File: src/hw/timer_pkg.sv
package timer_pkg;

  // ----------------------------------------------------------------
  // Register map and reset values
  // ----------------------------------------------------------------
  localparam logic [7:0] COUNT_ADDR     = 8'h01;
  localparam logic [7:0] COUNT_RESET    = 8'h00;
  localparam logic [7:0] CFG_RESET      = 8'h3f;
  localparam logic [7:0] PRESCALE_RESET = 8'h00;
  localparam logic [7:0] READ_IDLE      = 8'h00;

  // ----------------------------------------------------------------
  // Configuration field positions
  // ----------------------------------------------------------------
  localparam int CLOCK_SOURCE_SELECT_BIT = 5;
  localparam int SOURCE_EDGE_SELECT_BIT  = 4;
  localparam int PRESCALER_ASSIGN_BIT    = 3;
  localparam int RATIO_SELECT_MSB        = 2;
  localparam int RATIO_SELECT_LSB        = 0;
  localparam int CFG_USED_MSB            = 5;

  // ----------------------------------------------------------------
  // Timing: one clock is one oscillator period, four make a cycle
  // ----------------------------------------------------------------
  localparam int         CLK_PERIOD_NS   = 10;
  localparam int         TOSC_NS         = 10;
  localparam int         TOSC_CLOCKS     = (TOSC_NS + CLK_PERIOD_NS - 1) / CLK_PERIOD_NS;
  localparam int         PHASES_PER_CYC  = 4 * TOSC_CLOCKS;
  localparam logic [1:0] HOLDOFF_CYCLES  = 2'h2;

  // Internal phase clocks of one instruction cycle
  typedef enum logic [1:0] {PH_Q1, PH_Q2, PH_Q3, PH_Q4} phase_e;

  // One-cycle pulse on a low-to-high step between two samples
  function automatic logic rising(input logic prev, input logic cur);
    rising = cur & ~prev;
  endfunction : rising

  // Pick one bit of the prescaler by index
  function automatic logic pick(input logic [7:0] value, input logic [2:0] idx);
    pick = value[idx];
  endfunction : pick

endpackage : timer_pkg

File: src/hw/prescaler_if.sv
`timescale 1ns/100ps
`default_nettype none

// Shared prescaler link between the counter core and its divider
interface prescaler_if #(parameter int WIDTH = 8);
  logic             tick;
  logic             clear;
  logic [WIDTH-1:0] value;

  modport owner (output tick, output clear, input value);
  modport unit  (input tick, input clear, output value);
endinterface : prescaler_if

`default_nettype wire

File: src/hw/eight_bit_counter_unit.sv
// Function
// Clock source select clear: count once per instruction cycle without prescaler.
// A write to the count register holds off counting for two cycles.
// Clock source select set: count edges of the external count pin.
// Source edge select clear picks rising edges, set picks falling edges.
// Prescaler assignment routes the one prescaler to timer or watchdog only.
// Timer prescaler divides by a power of two from 2 to 256.
// Prescaler count is never readable and never loadable by software.
// Pin or prescaler output is sampled on phases Q2 and Q4.
// Without prescaler the pin stays high two and low two periods.
// With prescaler the pin period is at least four periods over ratio.
// Prescaler divides the pin level ahead of phase sampling, output symmetrical.
// Count steps three to seven periods after a pin change.
// The shared prescaler is an eight-bit counter.
// Count writes clear the prescaler while it belongs to the timer.
// Watchdog clear clears the prescaler while it belongs to the watchdog.
// Reset leaves the prescaler at all zeros.
// Count register is eight bits, read and write, at data address one.
// Software clears watchdog, count and prescaler before moving it to watchdog.
// Software clears watchdog then writes assignment clear to move it back.
// Assigned to the watchdog the prescaler divides its time-out up to 128.
// Timer ratio is two to the power of ratio select plus one.
// The count wraps from its maximum to zero and keeps counting.
`timescale 1ns/100ps
`default_nettype none

module eight_bit_counter_unit
  import timer_pkg::*;
#(
  parameter int PRESCALE_WIDTH = 8
) (
  input  wire logic       clk_i,
  input  wire logic       rstn_i,
  input  wire logic [7:0] addr_i,
  input  wire logic       wr_i,
  input  wire logic [7:0] wdata_i,
  input  wire logic       cfg_wr_i,
  input  wire logic       watchdog_clear_i,
  input  wire logic       external_count_pin_i,
  input  wire logic       watchdog_tick_i,
  output var  logic [7:0] rdata_o,
  output var  logic [7:0] count_o,
  output var  logic       watchdog_timeout_o
);

  // ----------------------------------------------------------------
  // Declarations
  // ----------------------------------------------------------------
  prescaler_if #(.WIDTH(PRESCALE_WIDTH)) pre ();

  logic [7:0] cfg;
  logic [7:0] count;
  logic [1:0] holdoff;
  phase_e     phase;
  phase_e     next_phase;
  logic       pin_meta;
  logic       pin_sync;
  logic       edge_level_d;
  logic       wdt_meta;
  logic       wdt_sync;
  logic       wdt_sync_d;
  logic       sampled;
  logic       sampled_d;
  logic       pre_level_d;
  logic       wdog_level_d;

  logic       clock_source_select;
  logic       source_edge_select;
  logic       prescaler_assignment;
  logic [2:0] ratio_select;
  logic       count_write;
  logic       edge_level;
  logic       ext_edge;
  logic       wdt_edge;
  logic       pre_level;
  logic       wdog_level;
  logic       src_level;
  logic       sample_now;
  logic       inc_req;
  logic       inc_ok;
  logic       next_timeout;

  // ----------------------------------------------------------------
  // Configuration register
  // ----------------------------------------------------------------
  // Write-only from the CPU; upper two bits are unimplemented and stay low
  always_ff @(posedge clk_i or negedge rstn_i) begin
    if (!rstn_i) begin
      cfg <= CFG_RESET;
    end else if (cfg_wr_i) begin
      cfg <= {2'h0, wdata_i[CFG_USED_MSB:0]};
    end
  end

  // Field decode
  assign clock_source_select  = cfg[CLOCK_SOURCE_SELECT_BIT];
  assign source_edge_select   = cfg[SOURCE_EDGE_SELECT_BIT];
  assign prescaler_assignment = cfg[PRESCALER_ASSIGN_BIT];
  assign ratio_select         = cfg[RATIO_SELECT_MSB:RATIO_SELECT_LSB];
  assign count_write          = wr_i && (addr_i == COUNT_ADDR);

  // ----------------------------------------------------------------
  // Phase clocks
  // ----------------------------------------------------------------
  // Four oscillator periods per instruction cycle, Q1 to Q4
  always_comb begin
    case (phase)
      PH_Q1:   next_phase = PH_Q2;
      PH_Q2:   next_phase = PH_Q3;
      PH_Q3:   next_phase = PH_Q4;
      PH_Q4:   next_phase = PH_Q1;
      default: next_phase = PH_Q1;
    endcase
  end

  always_ff @(posedge clk_i or negedge rstn_i) begin
    if (!rstn_i) begin
      phase <= PH_Q1;
    end else begin
      phase <= next_phase;
    end
  end

  // ----------------------------------------------------------------
  // Input synchronisers
  // ----------------------------------------------------------------
  // Pin and watchdog base tick come from outside this clock domain
  always_ff @(posedge clk_i or negedge rstn_i) begin
    if (!rstn_i) begin
      pin_meta   <= 1'b0;
      pin_sync   <= 1'b0;
      wdt_meta   <= 1'b0;
      wdt_sync   <= 1'b0;
      wdt_sync_d <= 1'b0;
    end else begin
      pin_meta   <= external_count_pin_i;
      pin_sync   <= pin_meta;
      wdt_meta   <= watchdog_tick_i;
      wdt_sync   <= wdt_meta;
      wdt_sync_d <= wdt_sync;
    end
  end

  // Inverting the pin turns falling edges into rising ones
  assign edge_level = pin_sync ^ source_edge_select;
  assign ext_edge   = rising(edge_level_d, edge_level);
  assign wdt_edge   = rising(wdt_sync_d, wdt_sync);

  // ----------------------------------------------------------------
  // Shared prescaler routing
  // ----------------------------------------------------------------
  // Only one consumer feeds the divider at a time
  always_comb begin
    if (prescaler_assignment) begin
      pre.tick = wdt_edge;
    end else if (clock_source_select) begin
      pre.tick = ext_edge;
    end else begin
      pre.tick = (phase == PH_Q4);
    end
  end

  // Clear follows the owner: count writes for the timer, watchdog clear otherwise
  assign pre.clear = (count_write && !prescaler_assignment)
                   || (watchdog_clear_i && prescaler_assignment);

  prescaler_counter #(
    .WIDTH (PRESCALE_WIDTH)
  ) u_prescaler (
    .clk_i  (clk_i),
    .rstn_i (rstn_i),
    .ps     (pre)
  );

  // Bit n toggles every 2^n ticks, so a rise of bit n divides by 2^(n+1)
  assign pre_level  = pick(pre.value[7:0], ratio_select);
  // Watchdog ratio is one lower: bit n-1 gives 1:2^n, zero passes the tick
  assign wdog_level = pick(pre.value[7:0], ratio_select - 3'h1);

  // ----------------------------------------------------------------
  // Phase sampling of the counting source
  // ----------------------------------------------------------------
  // Raw level without prescaler, divided level with it
  assign src_level  = prescaler_assignment ? edge_level : pre_level;
  assign sample_now = (phase == PH_Q2) || (phase == PH_Q4);

  // Edge history starts at the idle level of a low pin under the reset edge
  // select, so leaving reset never looks like a counting edge
  always_ff @(posedge clk_i or negedge rstn_i) begin
    if (!rstn_i) begin
      sampled      <= CFG_RESET[SOURCE_EDGE_SELECT_BIT];
      sampled_d    <= CFG_RESET[SOURCE_EDGE_SELECT_BIT];
      edge_level_d <= CFG_RESET[SOURCE_EDGE_SELECT_BIT];
      pre_level_d  <= 1'b0;
      wdog_level_d <= 1'b0;
    end else begin
      if (sample_now) begin
        sampled <= src_level;
      end
      sampled_d    <= sampled;
      edge_level_d <= edge_level;
      pre_level_d  <= pre_level;
      // A clear drops the tap to zero; forget its history so no fall is seen
      wdog_level_d <= pre.clear ? 1'b0 : wdog_level;
    end
  end

  // ----------------------------------------------------------------
  // Increment request
  // ----------------------------------------------------------------
  // Counter mode waits for the sampled rise; timer mode counts cycles
  always_comb begin
    if (clock_source_select) begin
      inc_req = rising(sampled_d, sampled);
    end else if (prescaler_assignment) begin
      inc_req = (phase == PH_Q4);
    end else begin
      inc_req = rising(pre_level_d, pre_level);
    end
  end

  assign inc_ok = inc_req && (holdoff == 2'h0);

  // ----------------------------------------------------------------
  // Write hold-off
  // ----------------------------------------------------------------
  // Counted in instruction cycles; software may pre-adjust the written value
  always_ff @(posedge clk_i or negedge rstn_i) begin
    if (!rstn_i) begin
      holdoff <= 2'h0;
    end else if (count_write) begin
      holdoff <= HOLDOFF_CYCLES;
    end else if ((phase == PH_Q4) && (holdoff != 2'h0)) begin
      holdoff <= holdoff - 2'h1;
    end
  end

  // ----------------------------------------------------------------
  // Count register
  // ----------------------------------------------------------------
  // A write beats an increment in the same cycle
  always_ff @(posedge clk_i or negedge rstn_i) begin
    if (!rstn_i) begin
      count <= COUNT_RESET;
    end else if (count_write) begin
      count <= wdata_i;
    end else if (inc_ok) begin
      count <= count + 8'h01;
    end
  end

  assign count_o = count;

  // Only the count is visible; the prescaler has no read path
  always_ff @(posedge clk_i or negedge rstn_i) begin
    if (!rstn_i) begin
      rdata_o <= READ_IDLE;
    end else begin
      rdata_o <= (addr_i == COUNT_ADDR) ? count : READ_IDLE;
    end
  end

  // ----------------------------------------------------------------
  // Watchdog time-out strobe
  // ----------------------------------------------------------------
  // Without the prescaler or at ratio zero every base tick is a time-out; otherwise the tap's
  // fall marks a full period, so a clear restarts a whole time-out
  always_comb begin
    if (!prescaler_assignment || (ratio_select == 3'h0)) begin
      next_timeout = wdt_edge;
    end else begin
      next_timeout = rising(wdog_level, wdog_level_d);
    end
  end

  always_ff @(posedge clk_i or negedge rstn_i) begin
    if (!rstn_i) begin
      watchdog_timeout_o <= 1'b0;
    end else begin
      watchdog_timeout_o <= next_timeout;
    end
  end
endmodule : eight_bit_counter_unit

`default_nettype wire

File: src/hw/prescaler_counter.sv
`timescale 1ns/100ps
`default_nettype none

module prescaler_counter
  import timer_pkg::*;
#(
  parameter int WIDTH = 8
) (
  input  wire logic   clk_i,
  input  wire logic   rstn_i,
  prescaler_if.unit   ps
);

  // ----------------------------------------------------------------
  // Divider counter
  // ----------------------------------------------------------------
  // Clear beats a tick in the same cycle so a write never leaves a stale count
  always_ff @(posedge clk_i or negedge rstn_i) begin
    if (!rstn_i) begin
      ps.value <= WIDTH'(PRESCALE_RESET);
    end else if (ps.clear) begin
      ps.value <= '0;
    end else if (ps.tick) begin
      ps.value <= ps.value + WIDTH'(1);
    end
  end
endmodule : prescaler_counter

`default_nettype wire

File: config.mk
export PLATFORM = sky130hd
export DESIGN_NAME = eight_bit_counter_unit
export DESIGN_NICKNAME = d
export VERILOG_FILES = /design/src/hw/timer_pkg.sv /design/src/hw/prescaler_if.sv /design/src/hw/eight_bit_counter_unit.sv /design/src/hw/prescaler_counter.sv
export SDC_FILE = /design/constraint.sdc
export NUM_CORES = 1
export LEC_CHECK = 0
export BUFFER_PORTS_ARGS = -buffer_cell sky130_fd_sc_hd__buf_2
export CAP_MARGIN = 15
export CELL_PAD_IN_SITES_DETAIL_PLACEMENT = 1
export CELL_PAD_IN_SITES_GLOBAL_PLACEMENT = 2
export CORE_ASPECT_RATIO = 1.4
export CORE_UTILIZATION = 37
export CTS_BUF_LIST = sky130_fd_sc_hd__clkbuf_8
export DETAILED_ROUTE_END_ITERATION = 6
export PLACE_DENSITY = 0.78
export SLEW_MARGIN = 20
export SYNTH_ARGS = -nofsm -noshare
export SYNTH_HDL_FRONTEND = slang
export SYNTH_HIERARCHICAL = 1
export SYNTH_SLANG_ARGS = --single-unit
File: constraint.sdc
create_clock -name clk_i -period 2.35 [get_ports clk_i]
set_input_delay 0.3525 -clock clk_i [delete_from_list [all_inputs] [get_ports clk_i]]
set_output_delay 0.3525 -clock clk_i [all_outputs]
set_load 0.05 [all_outputs]
==> metrics <==
outcome finished, final reports clean; Fill cells 665; # IOs 40; register bit count reported by yosys 45; hpwl dp 3.52 mm; cell with the most instances after synthesis dfrtp_1; post-route insts no fill 310; H-tree levels 2; Most used DFF post-synth dfrtp_1; Clk pwr share 0.188; WS Path Type reg -> reg; Crit-path slowest cell dfstp_2; crit start category register; Post-Route WL 4.69 mm; Synth top area share 0.414; Yosys top cell by area dfrtp_1; post-synthesis sequential area ratio 0.522; Final Setup Violations 0; clock skew 0.00654 ns; fraction of power consumed by sequential logic 0.454; clock root buffer master clkbuf_8; slew margin rel. 0.608; EDFF count, synth 0; chip width 66.9 um; GRT Total Usage 0.177; drt drc 0; Detailed Routing Iterations Pass 1 4; hold crit path type in -> async; Core ar. 0.00561 mm^2; worst path required time ~2.5 ns; CTS tree yes; grt total ovfl 0; DR vias between 1.5k and 2k; FF-to-FF path depth 6; crit-path cells mux2_1 -> mux4_2 -> a22oi_4 -> buf_12 -> mux2i_1 -> o21ai_1; fin crit share 0.941; n_diodes 0; FMAX 0.452 GHz; remaining antenna violation count 0; RR Startpoint cfg[0]; Worst-Skew Late Latency 0.29 ns; input/output buffers 39; first-pass GRT wire length 8.26 mm; vias in the first global route 1757; Crit. End Element register; synth cell count leaders dfrtp_1 (36), nor2_1 (17), nand2_1 (13), inv_1 (10); Sw Pwr 0.970 mW; Syn Inst Count 190; Comb pwr share 0.358; Post-CTS Resized 0; Max Slew Vio Count 0; r2r setup slk about 0.14 ns; post-synthesis cell area about 0.0022 mm^2; Vias/cell around 5.2; internal power 1.44 mW; Final Critical Period 2.21 ns; initial antenna violation count 0; Num CTS Buffers 5; Initial Util 0.389; Post-Place Cells 301; FP Rows 32; pin count of the biggest net entering global routing 46; Final Hold Viols 0; GPL Wtd Cong 0.711; drt wl/cell 15.1 um; Worst Path Max Fanout 14; P_leak 1.27 nW; Layout area overhead 19.1%; Synth Area per Inst 11.5 um^2; Sink Count 45; PwrDens 931 mW/mm^2; Switching Fraction 0.402; # nets final 273; synthesized net count 222; Worst Max-Slew Pin Slew 0.588 ns; die area ~0.0062 mm^2; ys async rst share 1.00; crit path from cfg[0]; Critical R2R Capture count_o[1]; Synthesis Warnings 6; Die H 92.8 um; clk slew on worst S/H paths 0.08 ns; Yosys cell types 37; share of cells above drive strength 1 0.339; setup tns final 0 ns; CP max stage delay 0.64 ns; Clock Path Buffers 2; synth top area cells dfrtp_1 (41%), dfstp_2 (11%), ha_1 (5.2%), mux4_2 (3.1%), nor2_1 (2.9%); CP Data Arrival Time 2.40 ns; max-cap violations 0; VDD IR max 0.593 mV; DR iter-0 viols 51
## cell usage in the layout, fill, tap and decap left out, types with 2 or more instances in the layout
cell and count:
buf_4 11, ha_1 9, mux2_2 4, nand2_1 13, mux2i_1 4, xor2_1 4
o21ai_1 8, nand3_1 4, mux4_2 3, xnor2_1 4, dfstp_2 9, nor2_1 17
or4_1 2, a21oi_1 6, o21ai_0 5, and3_1 9, nand4_1 4, o31ai_1 2
mux2_1 2, or3_1 7, clkinv_2 2, mux2_4 2, dfrtp_1 36, nand2b_1 3
buf_2 39, inv_1 11, a31oi_1 6, clkbuf_8 5
## routing by layer
| layer | part of all wire | GRT usage |
|---|---|---|
| met1 | 0.43 | 0.222 |
| met2 | 0.53 | 0.293 |
| met3 | 0.023 | 0.0357 |
| met4 | 0.015 | 0.0656 |
| met5 | 0 | 0 |
## critical path: cells and delay by family, from the launching register on
family,cells,cell delay (ns)
AO/OA/AOI/OAI,2,0.28
flip-flops,1,0.64
multiplexers,3,1.03
buffers and inverters,1,0.15
## through the flow
stage | setup WS (ns) | util | hold WS [ns] | instance area [um^2] | power, mW
2_1_floorplan | 0.185 | - | 0.0569 | 2180 | 1.71
3_3_place_gp | 0.159 | 0.447 | 0.334 | 2500 | 1.97
3_5_place_dp | 0.124 | 0.447 | 0.340 | 2500 | 1.98
4_1_cts | 0.118 | 0.462 | 0.150 | 2590 | 2.45
5_1_grt | -0.000307 | 0.463 | 0.143 | 2590 | 2.59
6_report | 0.140 | 0.463 | 0.138 | 2590 | 2.42
## kinds of logic after synthesis
| logic type | after synthesis | synth area share |
|---|---|---|
| simple gates | 63 | 0.152 |
| flops | 45 | 0.522 |
| compound gates | 33 | 0.108 |
| buf+inv | 17 | 0.0396 |
| mux | 15 | 0.0942 |
| fa+ha+maj | 9 | 0.0517 |
| xor+xnor | 8 | 0.0322 |
## worst max-delay path by stage
stage	to	slack (ns)	cells past startpoint
floorplan	u_prescaler/ps.value[5]	0.19	7
finish	count_o[1]	0.14	6
global placement	count_o[1]	0.16	6
global route	count_o[0]	-0.0003	6
CTS	count_o[1]	0.12	6
detailed placement	count_o[1]	0.12	6
## power groups by stage
stage / logic (mW) / clock network, mW / registers, mW
floorplan: 0.366 / 0 / 1.34
global placement: 0.850 / 0 / 1.12
detailed placement: 0.869 / 0 / 1.11
CTS: 0.874 / 0.477 / 1.10
global route: 0.960 / 0.506 / 1.13
finish: 0.866 / 0.453 / 1.10
## layout make-up
class | count | area [um^2] | share of cell area
sequential | 45 | 1140 | 0.438
tap | 68 | 85.1 | 0.0328
multi-input combinational | 128 | 955 | 0.368
timing repair buffer | 51 | 298 | 0.115
clock buffer | 5 | 68.8 | 0.0265
inverter | 10 | 37.5 | 0.0145
clock inverter | 3 | 13.8 | 0.00530
## sequential cells by signal, summed over array words and instances (netlist names), 2 cells and up
name and count:
holdoff 2, phase 2, rdata_o 8, count_o 8, cfg 6, u_prescaler/ps.value 8
## what timing repair did
item                       4_1_cts  5_1_grt
buffers inserted                 0        1
hold buffers                     0        0
setup endpoints to repair        0        1
Note: power is estimated with default switching activity, not from simulation.
